--- src/opvs_pkg.sv ---
// Package: constants shared by the one-pin voltage scaling receiver
package opvs_pkg;

  // ==========================================================
  // Clock and timebase
  localparam int unsigned CLK_PERIOD_NS = 5;
  localparam int unsigned TICK_NS = 1000;
  localparam int unsigned TICK_DIV = TICK_NS / CLK_PERIOD_NS;
  // Longest times round down to whole ticks
  localparam int unsigned T_TIMEOUT_US = 520;
  localparam int unsigned TIMEOUT_TICKS = T_TIMEOUT_US * 1000 / TICK_NS;
  localparam int unsigned T_ACK_US = 520;
  localparam int unsigned ACK_TICKS = T_ACK_US * 1000 / TICK_NS;
  // Least time rounds up to whole ticks
  localparam int unsigned T_VALACK_US = 2;
  localparam int unsigned VALACK_TICKS = (T_VALACK_US * 1000 + TICK_NS - 1) / TICK_NS;
  localparam int unsigned CNT_W = 20;
  localparam int unsigned TK_W = 12;

  // ==========================================================
  // Frame layout
  localparam int unsigned BYTE_BITS = 8;
  localparam int unsigned FRAME_BITS = 16;
  localparam int unsigned ACK_REQ_POS = 7;
  localparam int unsigned SEL_HI_POS = 6;
  localparam int unsigned SEL_LO_POS = 5;
  localparam int unsigned CODE_W = 5;
  localparam logic [1:0] SEL_CONV1 = 2'h0;
  localparam logic [1:0] SEL_CONV2 = 2'h2;
  localparam logic [7:0] DEV_ADDR_DEF = 8'h5a; // Arbitrary value
  localparam logic [CODE_W-1:0] CODE_RST = 5'h00;

  // ==========================================================
  // Register map
  localparam int unsigned ADDR_W = 4;
  localparam logic [ADDR_W-1:0] OFF_CTRL = 4'h0;
  localparam logic [ADDR_W-1:0] OFF_STATUS = 4'h4;
  localparam logic [ADDR_W-1:0] OFF_CONV1 = 4'h8;
  localparam logic [ADDR_W-1:0] OFF_CONV2 = 4'hc;
  localparam int unsigned CTRL_EN_POS = 0;
  localparam logic CTRL_EN_RST = 1'b1;
  localparam logic [1:0] RESP_OKAY = 2'h0;
  localparam logic [1:0] RESP_SLVERR = 2'h2;

  typedef enum logic [1:0] {
    OPVS_RX = 2'h1,
    OPVS_ACK = 2'h2
  } opvs_state_e;

endpackage : opvs_pkg

--- src/opvs_bit_if.sv ---
// Interface: decoded bits from the pulse decoder to the frame logic
interface opvs_bit_if;
  logic restart; // Disarm decoder, next fall starts a bit
  logic bit_stb; // One-cycle pulse per decoded bit
  logic bit_one; // Bit value
  logic bit_bad; // Ratio fits neither one nor zero
  modport dec (input restart, output bit_stb, output bit_one, output bit_bad);
  modport core (output restart, input bit_stb, input bit_one, input bit_bad);
endinterface : opvs_bit_if

--- src/opvs_tick_div.sv ---
// Module: timebase divider giving a one-cycle tick enable
module opvs_tick_div #(
  parameter int unsigned DIV = opvs_pkg::TICK_DIV // Cycles per tick
) (
  input wire logic clk, // System clock
  input wire logic rstn, // Async reset, active low
  output logic tick // One-cycle enable
);
  logic [15:0] cnt_r;

  // ==========================================================
  // Free-running divider
  always_ff @(posedge clk or negedge rstn) begin
    if (!rstn) begin
      cnt_r <= 16'h0000;
      tick <= 1'b0;
    end else if (cnt_r == 16'(DIV - 1)) begin
      cnt_r <= 16'h0000;
      tick <= 1'b1;
    end else begin
      cnt_r <= cnt_r + 16'h0001;
      tick <= 1'b0;
    end
  end
endmodule : opvs_tick_div

--- src/opvs_bit_dec.sv ---
// Module: pulse-ratio bit decoder on the mode/data pin
module opvs_bit_dec #(
  parameter int unsigned CNT_W = opvs_pkg::CNT_W // Pulse counter width
) (
  input wire logic clk, // System clock
  input wire logic rstn, // Async reset, active low
  input wire logic pin, // Mode/data pin level
  opvs_bit_if.dec bus // Decoded bits
);
  localparam logic [CNT_W-1:0] CMAX = '1;
  logic pin_d_r;
  logic armed_r;
  logic [CNT_W-1:0] low_r;
  logic [CNT_W-1:0] high_r;
  logic fall;
  logic is_one;
  logic is_zero;

  assign fall = pin_d_r & ~pin;
  // Ratio test on the bit just closed; counters saturate on slow masters
  assign is_one = {1'b0, high_r} >= {low_r, 1'b0};
  assign is_zero = {1'b0, low_r} >= {high_r, 1'b0};

  // ==========================================================
  // Low and high time of the current bit
  always_ff @(posedge clk or negedge rstn) begin
    if (!rstn) begin
      pin_d_r <= 1'b1;
      low_r <= '0;
      high_r <= '0;
    end else begin
      pin_d_r <= pin;
      if (fall) begin
        low_r <= {{(CNT_W-1){1'b0}}, 1'b1};
        high_r <= '0;
      end else if (pin) begin
        if (high_r != CMAX) high_r <= high_r + 1'b1;
      end else if (low_r != CMAX) begin
        low_r <= low_r + 1'b1;
      end
    end
  end

  // ==========================================================
  // Each fall opens a bit; an armed fall also closes the one before
  always_ff @(posedge clk or negedge rstn) begin
    if (!rstn) begin
      armed_r <= 1'b0;
      bus.bit_stb <= 1'b0;
      bus.bit_one <= 1'b0;
      bus.bit_bad <= 1'b0;
    end else begin
      bus.bit_stb <= fall & armed_r & ~bus.restart;
      bus.bit_one <= is_one;
      bus.bit_bad <= ~is_one & ~is_zero;
      if (bus.restart) armed_r <= 1'b0;
      else if (fall) armed_r <= 1'b1;
    end
  end
endmodule : opvs_bit_dec

--- src/opvs_core.sv ---
// Module: one-pin voltage scaling receiver with AXI4-Lite registers
//
// The placing of the registers and the AXI4-Lite interface to the registers are this design's own decisions.
module opvs_core #(
  parameter int unsigned TICK_DIV = opvs_pkg::TICK_DIV, // Cycles per tick
  parameter int unsigned TIMEOUT_TICKS = opvs_pkg::TIMEOUT_TICKS, // Power-save timeout
  parameter int unsigned ACK_TICKS = opvs_pkg::ACK_TICKS, // Ack pulse length
  parameter int unsigned VALACK_TICKS = opvs_pkg::VALACK_TICKS, // Validation delay
  parameter logic [7:0] DEV_ADDR = opvs_pkg::DEV_ADDR_DEF, // Own address, arbitrary
  parameter int unsigned CNT_W = opvs_pkg::CNT_W // Pulse counter width
) (
  input wire logic clk, // 200 MHz clock
  input wire logic rstn, // Async reset, active low
  input wire logic mode_data, // Mode/data pin level
  output logic ack_out, // Pin drive value, always low
  output logic ack_oe, // Pulldown enable
  output logic force_pwm, // 1 fixed-frequency, 0 power-save
  output logic [opvs_pkg::CODE_W-1:0] conv1_voltage_code, // Converter 1 code
  output logic [opvs_pkg::CODE_W-1:0] conv2_voltage_code, // Converter 2 code
  input wire logic s_axi_awvalid, // Write address valid
  output logic s_axi_awready, // Write address ready
  input wire logic [opvs_pkg::ADDR_W-1:0] s_axi_awaddr, // Write address
  input wire logic s_axi_wvalid, // Write data valid
  output logic s_axi_wready, // Write data ready
  input wire logic [31:0] s_axi_wdata, // Write data
  input wire logic [3:0] s_axi_wstrb, // Byte strobes
  output logic s_axi_bvalid, // Write response valid
  input wire logic s_axi_bready, // Write response ready
  output logic [1:0] s_axi_bresp, // Write response
  input wire logic s_axi_arvalid, // Read address valid
  output logic s_axi_arready, // Read address ready
  input wire logic [opvs_pkg::ADDR_W-1:0] s_axi_araddr, // Read address
  output logic s_axi_rvalid, // Read data valid
  input wire logic s_axi_rready, // Read data ready
  output logic [31:0] s_axi_rdata, // Read data
  output logic [1:0] s_axi_rresp // Read response
);
  localparam int unsigned AW = opvs_pkg::ADDR_W;
  localparam int unsigned TK_W = opvs_pkg::TK_W;
  localparam logic [TK_W-1:0] TO_LIM = TK_W'(TIMEOUT_TICKS);
  localparam logic [TK_W-1:0] VA_LIM = TK_W'(VALACK_TICKS);
  localparam logic [TK_W-1:0] AK_LIM = TK_W'(ACK_TICKS);
  localparam logic [4:0] FB = 5'(opvs_pkg::FRAME_BITS);
  localparam logic [4:0] ADDR_LAST = 5'(opvs_pkg::BYTE_BITS - 1);

  opvs_bit_if bif ();
  logic tick;
  opvs_pkg::opvs_state_e state_r;
  logic en_r;
  logic last_ok_r;
  logic [TK_W-1:0] low_ticks_r;
  logic [TK_W-1:0] ack_ticks_r;
  logic [4:0] bit_cnt_r;
  logic skip_r;
  logic bad_r;
  logic [15:0] shift_r;
  logic in_rx;
  logic timeout_hit;
  logic valid_hit;
  logic ack_end;
  logic frame_ok;
  logic ack_fire;
  logic [7:0] rx_addr;
  logic [1:0] rx_sel;
  logic [opvs_pkg::CODE_W-1:0] rx_code;

  opvs_tick_div #(.DIV(TICK_DIV)) u_div (
    .clk(clk),
    .rstn(rstn),
    .tick(tick)
  );

  opvs_bit_dec #(.CNT_W(CNT_W)) u_dec (
    .clk(clk),
    .rstn(rstn),
    .pin(mode_data),
    .bus(bif)
  );

  // ==========================================================
  // Frame fields and events
  assign rx_addr = shift_r[15:8];
  assign rx_sel = {shift_r[opvs_pkg::SEL_HI_POS], shift_r[opvs_pkg::SEL_LO_POS]};
  assign rx_code = shift_r[opvs_pkg::CODE_W-1:0];
  assign in_rx = (state_r == opvs_pkg::OPVS_RX);
  assign timeout_hit = in_rx & tick & ~mode_data & (low_ticks_r == TO_LIM - 1'b1);
  // Tick phase makes the validation delay up to one tick short of exact
  assign valid_hit = in_rx & tick & ~mode_data & (bit_cnt_r == FB)
    & (low_ticks_r == VA_LIM - 1'b1);
  assign ack_end = ~in_rx & tick & (ack_ticks_r == AK_LIM - 1'b1);
  assign frame_ok = ~bad_r & en_r & (rx_addr == DEV_ADDR);
  assign ack_fire = valid_hit & frame_ok & shift_r[opvs_pkg::ACK_REQ_POS];
  // Disarm so the mode-change fall or the ack release opens a fresh bit
  assign bif.restart = timeout_hit | valid_hit | ack_end;

  // ==========================================================
  // Low-time counter; held clear while we drive the ack ourselves
  always_ff @(posedge clk or negedge rstn) begin
    if (!rstn) begin
      low_ticks_r <= '0;
    end else if (mode_data || !in_rx) begin
      low_ticks_r <= '0;
    end else if (tick && low_ticks_r != TO_LIM) begin
      low_ticks_r <= low_ticks_r + 1'b1;
    end
  end

  // ==========================================================
  // Operating mode; only a timeout leaves fixed-frequency mode
  always_ff @(posedge clk or negedge rstn) begin
    if (!rstn) begin
      force_pwm <= 1'b0;
    end else if (mode_data) begin
      force_pwm <= 1'b1;
    end else if (timeout_hit) begin
      force_pwm <= 1'b0;
    end
  end

  // ==========================================================
  // Bit assembly; the pair after the address byte is end plus start
  always_ff @(posedge clk or negedge rstn) begin
    if (!rstn) begin
      bit_cnt_r <= 5'h00;
      skip_r <= 1'b0;
      bad_r <= 1'b0;
      shift_r <= 16'h0000;
    end else if (!in_rx || timeout_hit || valid_hit) begin
      bit_cnt_r <= 5'h00;
      skip_r <= 1'b0;
      bad_r <= 1'b0;
    end else if (bif.bit_stb) begin
      if (skip_r) begin
        skip_r <= 1'b0;
      end else if (bit_cnt_r == FB) begin
        bad_r <= 1'b1;
      end else begin
        shift_r <= {shift_r[14:0], bif.bit_one};
        bit_cnt_r <= bit_cnt_r + 5'h01;
        if (bif.bit_bad) bad_r <= 1'b1;
        if (bit_cnt_r == ADDR_LAST) skip_r <= 1'b1;
      end
    end
  end

  // ==========================================================
  // Voltage code registers, written only by a good frame
  always_ff @(posedge clk or negedge rstn) begin
    if (!rstn) begin
      conv1_voltage_code <= opvs_pkg::CODE_RST;
      conv2_voltage_code <= opvs_pkg::CODE_RST;
      last_ok_r <= 1'b0;
    end else if (valid_hit) begin
      last_ok_r <= frame_ok;
      if (frame_ok && rx_sel == opvs_pkg::SEL_CONV1) conv1_voltage_code <= rx_code;
      if (frame_ok && rx_sel == opvs_pkg::SEL_CONV2) conv2_voltage_code <= rx_code;
    end
  end

  // ==========================================================
  // Acknowledge sequencer
  always_ff @(posedge clk or negedge rstn) begin
    if (!rstn) begin
      state_r <= opvs_pkg::OPVS_RX;
      ack_oe <= 1'b0;
      ack_ticks_r <= '0;
    end else begin
      case (state_r)
        opvs_pkg::OPVS_RX: begin
          if (ack_fire) begin
            state_r <= opvs_pkg::OPVS_ACK;
            ack_oe <= 1'b1;
            ack_ticks_r <= '0;
          end
        end
        opvs_pkg::OPVS_ACK: begin
          if (ack_end) begin
            state_r <= opvs_pkg::OPVS_RX;
            ack_oe <= 1'b0;
          end else if (tick) begin
            ack_ticks_r <= ack_ticks_r + 1'b1;
          end
        end
        default: begin
          state_r <= opvs_pkg::OPVS_RX;
          ack_oe <= 1'b0;
        end
      endcase
    end
  end

  // Open drain: the pin is only ever pulled low
  always_ff @(posedge clk or negedge rstn) begin
    if (!rstn) ack_out <= 1'b0;
    else ack_out <= 1'b0;
  end

  // ==========================================================
  // AXI4-Lite slave
  function automatic logic reg_mapped(input logic [AW-1:0] a);
    reg_mapped = (a == opvs_pkg::OFF_CTRL) || (a == opvs_pkg::OFF_STATUS)
      || (a == opvs_pkg::OFF_CONV1) || (a == opvs_pkg::OFF_CONV2);
  endfunction : reg_mapped

  logic aw_got_r;
  logic w_got_r;
  logic [AW-1:0] awaddr_r;
  logic [31:0] wdata_r;
  logic wstrb0_r;
  logic do_write;
  logic [31:0] rd_data;

  assign do_write = aw_got_r & w_got_r & ~s_axi_bvalid;

  // Address and data taken in either order, response after both
  always_ff @(posedge clk or negedge rstn) begin
    if (!rstn) begin
      s_axi_awready <= 1'b1;
      s_axi_wready <= 1'b1;
      s_axi_bvalid <= 1'b0;
      s_axi_bresp <= opvs_pkg::RESP_OKAY;
      aw_got_r <= 1'b0;
      w_got_r <= 1'b0;
      awaddr_r <= '0;
      wdata_r <= 32'h00000000;
      wstrb0_r <= 1'b0;
    end else begin
      if (s_axi_awvalid && s_axi_awready) begin
        s_axi_awready <= 1'b0;
        aw_got_r <= 1'b1;
        awaddr_r <= s_axi_awaddr;
      end
      if (s_axi_wvalid && s_axi_wready) begin
        s_axi_wready <= 1'b0;
        w_got_r <= 1'b1;
        wdata_r <= s_axi_wdata;
        wstrb0_r <= s_axi_wstrb[0];
      end
      if (do_write) begin
        s_axi_bvalid <= 1'b1;
        s_axi_bresp <= reg_mapped(awaddr_r) ? opvs_pkg::RESP_OKAY : opvs_pkg::RESP_SLVERR;
        aw_got_r <= 1'b0;
        w_got_r <= 1'b0;
      end
      if (s_axi_bvalid && s_axi_bready) begin
        s_axi_bvalid <= 1'b0;
        s_axi_awready <= 1'b1;
        s_axi_wready <= 1'b1;
      end
    end
  end

  // Interface enable; cleared, frames decode but write no code and give no ack
  always_ff @(posedge clk or negedge rstn) begin
    if (!rstn) en_r <= opvs_pkg::CTRL_EN_RST;
    else if (do_write && awaddr_r == opvs_pkg::OFF_CTRL && wstrb0_r) begin
      en_r <= wdata_r[opvs_pkg::CTRL_EN_POS];
    end
  end

  // Read data mux
  always_comb begin
    rd_data = 32'h00000000;
    if (s_axi_araddr == opvs_pkg::OFF_CTRL) begin
      rd_data[0] = en_r;
    end else if (s_axi_araddr == opvs_pkg::OFF_STATUS) begin
      rd_data[3:0] = {(bit_cnt_r != 5'h00), last_ok_r, ack_oe, force_pwm};
    end else if (s_axi_araddr == opvs_pkg::OFF_CONV1) begin
      rd_data[opvs_pkg::CODE_W-1:0] = conv1_voltage_code;
    end else if (s_axi_araddr == opvs_pkg::OFF_CONV2) begin
      rd_data[opvs_pkg::CODE_W-1:0] = conv2_voltage_code;
    end
  end

  // Read channel, one read at a time
  always_ff @(posedge clk or negedge rstn) begin
    if (!rstn) begin
      s_axi_arready <= 1'b1;
      s_axi_rvalid <= 1'b0;
      s_axi_rdata <= 32'h00000000;
      s_axi_rresp <= opvs_pkg::RESP_OKAY;
    end else if (s_axi_arvalid && s_axi_arready) begin
      s_axi_arready <= 1'b0;
      s_axi_rvalid <= 1'b1;
      s_axi_rdata <= rd_data;
      s_axi_rresp <= reg_mapped(s_axi_araddr) ? opvs_pkg::RESP_OKAY : opvs_pkg::RESP_SLVERR;
    end else if (s_axi_rvalid && s_axi_rready) begin
      s_axi_rvalid <= 1'b0;
      s_axi_arready <= 1'b1;
    end
  end

  logic ack_cause;
  assign ack_cause = valid_hit & ~bad_r & (rx_addr == DEV_ADDR) & shift_r[opvs_pkg::ACK_REQ_POS];
endmodule : opvs_core

--- config.mk ---
export PLATFORM = sky130hd
export DESIGN_NAME = opvs_core
export DESIGN_NICKNAME = d
export VERILOG_FILES = /design/src/opvs_pkg.sv /design/src/opvs_bit_if.sv /design/src/opvs_tick_div.sv /design/src/opvs_bit_dec.sv /design/src/opvs_core.sv
export SDC_FILE = /design/constraint.sdc
export NUM_CORES = 1
export LEC_CHECK = 0
export CAP_MARGIN = 20
export CORE_MARGIN = 2
export CORE_UTILIZATION = 64
export CTS_CLUSTER_SIZE = 25
export DETAILED_ROUTE_END_ITERATION = 10
export DONT_BUFFER_PORTS = 1
export MAX_ROUTING_LAYER = met4
export PLACE_DENSITY = 0.91
export SYNTH_ARGS = -nofsm -noshare
export SYNTH_HDL_FRONTEND = slang
export SYNTH_HIERARCHICAL = 1
export SYNTH_SLANG_ARGS = --single-unit
--- constraint.sdc ---
create_clock -name clk -period 3 [get_ports clk]
set_input_delay 0.75 -clock clk [delete_from_list [all_inputs] [get_ports clk]]
set_output_delay 0.75 -clock clk [all_outputs]
set_load 0.02 [all_outputs]
==> results of run 1 <==
-- synth_stat cells, types with 10 or more instances --
| master | number |
|---|---|
| nor3_1 | 16 |
| inv_1 | 54 |
| o31ai_1 | 12 |
| dfrtp_1 | 138 |
| o21ai_0 | 42 |
| nand4_1 | 21 |
| nand3_1 | 38 |
| nand2_1 | 71 |
| xor2_1 | 18 |
| nor2_1 | 56 |
| ha_1 | 47 |
| buf_4 | 30 |
| mux2i_1 | 10 |
| or3_1 | 19 |
| xnor2_1 | 11 |
| mux2_2 | 37 |
| a21o_1 | 12 |
| a21oi_1 | 36 |
-- flip-flops by register name (all words and copies together) (netlist names), 12 cells and up --
register / cells
u_dec/high_r: 20
u_div/cnt_r: 16
u_dec/low_r: 20
ack_ticks_r: 12
low_ticks_r: 12
shift_r: 16
-- stage by stage --
step | utilization [%] | instances
floorplan | - | 854
global placement | 65.64 | 983
detailed placement | 65.64 | 983
CTS | 70.23 | 1015
global route | 70.39 | 1017
finish | 70.39 | 1017
-- worst register-to-register path, stage by stage, from the launching register on --
cell and delay [ns]:
dfrtp_1 0.41, inv_1 0.09, ha_1 0.13, or3b_2 0.45, nor3_1 0.37, nand3_2 0.21
nor3b_4 0.36, mux2_2 0.38
-- routing by layer --
metal,track usage (%),part of all wire [%],wire [um],vias up
li1,-,-,-,2945
met1,33.16,42,7306,3111
met2,45.44,52,9027,204
met3,5.201,4.9,859,34
met4,9.961,1.7,290,0
met5,-,0,0,-
-- power breakdown --
| part | internal (W) | switching, W |
|---|---|---|
| logic | 0.000330 | 0.000362 |
| registers | 0.00221 | 0.000304 |
| clock network | 0.00121 | 0.000832 |
| total | 0.00375 | 0.00150 |
-- final cells by class --
type                       count  area [um^2]  area share, %
multi-input combinational    608         4184          47.29
clock buffer                  22        474.2          5.360
timing repair buffer           7        57.56         0.6505
sequential                   144         3611          40.81
clock inverter                10        102.6          1.160
inverter                      54        202.7          2.291
tap                          172        215.2          2.432
-- worst max path at each step --
stage	start	endpoint	slack, ns	cells after the start
floorplan	mode_data	conv2_voltage_code[0]$_DFFE_PN0P_	0.44	5
global placement	mode_data	conv2_voltage_code[3]$_DFFE_PN0P_	0.44	5
detailed placement	mode_data	conv2_voltage_code[1]$_DFFE_PN0P_	0.40	5
CTS	low_ticks_r[1]$_DFFE_PN0P_	conv2_voltage_code[1]$_DFFE_PN0P_	0.47	7
global route	bit_cnt_r[1]$_DFFE_PN0P_	conv2_voltage_code[3]$_DFFE_PN0P_	0.30	7
finish	low_ticks_r[1]$_DFFE_PN0P_	conv2_voltage_code[1]$_DFFE_PN0P_	0.47	7
-- cell families (layout without fill, tap and decap cells) --
logic type,Yosys count,in the layout,share of synthesized area (%)
XOR/XNOR,29,29,3.098
AND/OR/NAND/NOR,300,300,20.70
multiplexers,48,48,6.578
flip-flops,144,144,44.05
buffers and inverters,102,93,6.242
other,1,30,0.04574
AO/OA/AOI/OAI,154,154,12.12
adder cells (fa/ha/maj),47,47,7.173
==> impl_metrics.json, run 1 <==
{
  "syn_avg_cell_area_um2": 9.937,
  "cts_buffers": 17,
  "cts_tree": "built",
  "core-area_um2": 12570,
  "crit_slowest_cell": "or3b_2",
  "p_total_w": 0.005250,
  "startpoint_type": "flop",
  "power_density_nw_per_um2": 593.4,
  "drive_above_1_share_pct": 12.43,
  "syn2layout_area_growth_pct": 7.921,
  "setup_slack_ns": 0.4705,
  "routabilityCongestion": 0.8800,
  "worstPathRequired_ns": 3.31,
  "finalNetCount": 931,
  "vias": 6294,
  "cts_root_buffer": "clkbuf_16",
  "grt_pass1_vias": 6115,
  "die_x_um": 117.2,
  "p_leak_nw": 4.004,
  "final_common_cell": "dfrtp_1",
  "synth_top_cell_by_area": "dfrtp_1",
  "worstHoldPathType": "primary input to async pin",
  "drt-wirelength-per-cell_um": 17.19,
  "synth_cells": 825,
  "drt-total-wl_um": 17480,
  "r2r_slack_ns": 0.47,
  "fin_hold_ws_ns": 0.02653,
  "fill_cells": 854,
  "dieArea_um2": 13730,
  "dr.first_iter.drc_count": 457,
  "final_max_slew_viol_count": 0,
  "clockBufferDepth": 2,
  "clk_pin_slew_ns": 0.06,
  "mostFrequentLayoutCells": "dfrtp_1, nand2_1, nor2_1, inv_1, ha_1",
  "synth-async-reset-ratio_pct": 100.0,
  "synth_edf_count": 0,
  "overflow": 0,
  "ios": 106,
  "post_dp_cell_area_um2": 8250,
  "syn_area_um2": 8198,
  "crit_fanout": 5,
  "cp_top_family": "simple AND/OR/NAND/NOR gates",
  "grt_max_degree": 145,
  "final_area_um2": 8847,
  "dpl.hpwl_um": 11690,
  "die_h_um": 117.2,
  "synth_flop_cell": "dfrtp_1",
  "final_antenna_net_count": 0,
  "max-slew-margin-rel_pct": 47.54,
  "first_pass_iters": 5,
  "rsz0062_at_grt": "false",
  "reg2regPathDepth": 7,
  "hold_viol_final": 0,
  "synth_cell_type_count": 76,
  "post_cts_resized": 0,
  "start_util_pct": 65.23,
  "period_share_pct": 84.32,
  "arrival_ns": 2.84,
  "clkLatencyLatePin_ns": 0.43,
  "grt_pass1_wl_um": 28400,
  "numPortBuffers": 0,
  "rows": 41,
  "vias_per_cell": 6.189,
  "worst_pin_slew_ns": 0.7817,
  "fmax_ghz": 0.3953,
  "drv_cap": 0,
  "synth_warnings": 6,
  "max_stage_delay_ns": 0.45,
  "synth_top_area_share_pct": 42.12,
  "r2r_end": "conv2_voltage_code[1]$_DFFE_PN0P_",
  "cts_setup_buffers": 0,
  "endpoint_kind": "flop",
  "setup_violations": 0,
  "netlist_top_cells_area": "dfrtp_1, ha_1, mux2_2",
  "seq_area_frac_synth_pct": 44.05,
  "synth-seq-cells": 144,
  "antenna_found_initial": 0,
  "worst-path-buf-inv": 1,
  "setup_tns_ns": 0,
  "htree_num_levels": 4,
  "cts_sinks": 144,
  "status": "finished clean",
  "path_class": "flop to flop",
  "antenna_cells": 0,
  "min_period_ns": 2.530,
  "vdd_drop_max_uv": 388.3,
  "clock_skew_ns": 0.009291,
  "crit-reg2reg-launch": "low_ticks_r[1]$_DFFE_PN0P_",
  "grt_use_total_pct": 27.25,
  "cts_hold_buf": 0,
  "drc": 0,
  "dpl_worst_slack_ns": 0.3977,
  "path_cells": "inv_1 -> ha_1 -> or3b_2 -> nor3_1 -> nand3_2 -> nor3b_4 -> mux2_2"
}
Note: power is estimated with default switching activity, not from simulation.
==> inputs of run 2 (changes only) <==
Clock period 3 ns to 2.5 ns, I/O delays scaled along.
==> run 2 against run 1 <==
Against the previous run:
- the run now ends with negative hold slack left
- worst setup slack worse by 0.40 ns
- via count up 2.6%
- routed wire length up 9.1%
- sequential share of layout area decreased by 0.35 points
- flip-flop and latch count stayed put
- fmax up 4.2%
- die area unchanged
==> impl_metrics.json, run 2 (synthesized netlist as in run 1, its figures left out) <==
{
  "min_period_ns": 2.429,
  "power_density_nw_per_um2": 713.2,
  "dieArea_um2": 13730,
  "worst_pin_slew_ns": 0.6722,
  "cts_buffers": 17,
  "cts_root_buffer": "clkbuf_16",
  "clkLatencyLatePin_ns": 0.43,
  "antenna_found_initial": 0,
  "max_stage_delay_ns": 0.45,
  "dpl_worst_slack_ns": 0.02147,
  "antenna_cells": 0,
  "cts_sinks": 144,
  "fin_hold_ws_ns": -0.1168,
  "path_class": "flop to flop",
  "core-area_um2": 12570,
  "setup_violations": 0,
  "drt-total-wl_um": 19080,
  "final_area_um2": 8927,
  "endpoint_kind": "flop",
  "finalNetCount": 939,
  "vdd_drop_max_uv": 534.3,
  "vias": 6456,
  "crit_fanout": 8,
  "cts_tree": "built",
  "worstHoldPathType": "primary input to async pin",
  "syn2layout_area_growth_pct": 8.898,
  "worstPathRequired_ns": 2.81,
  "post_dp_cell_area_um2": 8318,
  "violations": "negative hold slack",
  "numPortBuffers": 0,
  "status": "complete, but fails checks",
  "drv_cap": 0,
  "grt_use_total_pct": 29.64,
  "cp_top_family": "simple AND/OR/NAND/NOR gates",
  "dr.first_iter.drc_count": 636,
  "arrival_ns": 2.74,
  "overflow": 0,
  "hold_viol_final": 138,
  "mostFrequentLayoutCells": "dfrtp_1, nand2_1, nor2_1, inv_1, ha_1",
  "cts_setup_buffers": 0,
  "crit_slowest_cell": "dfrtp_2",
  "drive_above_1_share_pct": 13.72,
  "die_x_um": 117.2,
  "ios": 106,
  "grt_pass1_vias": 6442,
  "reg_top3": "u_dec/high_r (20), u_dec/low_r (20)",
  "fmax_ghz": 0.4118,
  "setup_tns_ns": 0,
  "htree_num_levels": 4,
  "path_cells": "inv_2 -> ha_1 -> or3b_4 -> o21ai_1 -> a31o_2 -> nand3b_2 -> mux2_2",
  "p_leak_nw": 4.039,
  "first_pass_iters": 5,
  "finish.utilization_pct": 71.03,
  "final_common_cell": "dfrtp_1",
  "max-slew-margin-rel_pct": 55.10,
  "clk_pin_slew_ns": 0.06,
  "drc": 0,
  "die_h_um": 117.2,
  "clock_skew_ns": 0.009808,
  "clockBufferDepth": 2,
  "setup_slack_ns": 0.07136,
  "fill_cells": 824,
  "routabilityCongestion": 0.8686,
  "rsz0062_at_grt": "true",
  "vias_per_cell": 6.299,
  "final_max_slew_viol_count": 0,
  "startpoint_type": "flop",
  "dpl.hpwl_um": 12490,
  "rows": 41,
  "start_util_pct": 65.23,
  "grt_pass1_wl_um": 30590,
  "final_antenna_net_count": 0,
  "drt-wirelength-per-cell_um": 18.61,
  "grt_max_degree": 145,
  "worst-path-buf-inv": 1,
  "period_share_pct": 97.15
}
-- run 2: power breakdown --
| group | switching [W] | internal, W | leakage, nW |
|---|---|---|---|
| logic | 0.000450 | 0.000402 | 1.90 |
| clock network | 0.00101 | 0.00148 | 0.269 |
| registers | 0.000374 | 0.00265 | 1.87 |
| total | 0.00184 | 0.00453 | 4.04 |
-- run 2: final timing paths --
kind / slack [ns] / cells after the start / to / from
setup / recovery: 0.07 / 7 / shift_r[5]$_DFFE_PN0P_ / low_ticks_r[1]$_DFFE_PN0P_
hold / removal: -0.12 / 0 / s_axi_bvalid$_DFFE_PN0P_ / rstn
setup reg to reg: 0.07 / 7 / shift_r[5]$_DFFE_PN0P_ / low_ticks_r[1]$_DFFE_PN0P_
hold reg to reg: 0.48 / 1 / u_div/cnt_r[15]$_DFF_PN0_ / u_div/cnt_r[15]$_DFF_PN0_
max in group asynchronous: 2.30 / 0 / state_r[0]$_DFFE_PN1P_ / rstn
min in group clk: 0.19 / 0 / u_dec/pin_d_r$_DFF_PN1_ / mode_data
-- run 2: cell type report --
| type | count | area [um^2] | share of cell area (%) |
|---|---|---|---|
| clock buffer | 21 | 440.4 | 4.933 |
| multi-input combinational | 609 | 4220 | 47.27 |
| sequential | 144 | 3612 | 40.46 |
| clock inverter | 11 | 131.4 | 1.472 |
| tap | 172 | 215.2 | 2.411 |
| timing repair buffer | 14 | 105.1 | 1.177 |
| inverter | 54 | 202.7 | 2.270 |
-- run 2: repair_timing --
action,4_1_cts,5_1_grt
gates cloned,0,1
pin swaps,0,2
setup endpoints to repair,8,29
resized for setup,2,6
hold endpoints to repair,138,138
-- run 2: metal layers --
layer | part of all wire, % | routed length [um] | global-route usage, % | vias to the layer above
met5 | 0 | 0 | - | -
met4 | 2.5 | 482 | 12.78 | 0
met3 | 5.7 | 1094 | 7.518 | 44
met2 | 51 | 9774 | 49.43 | 268
met1 | 41 | 7728 | 33.98 | 3191
li1 | - | - | - | 2953
-- run 2: stage by stage --
step | cells | hold WS (ns) | total power, W
after floorplan | 854 | 0.3294 | 0.003649
final | 1025 | -0.1168 | 0.006367
after detailed placement | 992 | 0.3326 | 0.003872
after global placement | 992 | 0.3323 | 0.003787
after CTS | 1024 | -0.1289 | 0.006360
after global routing | 1025 | -0.1395 | 0.006633
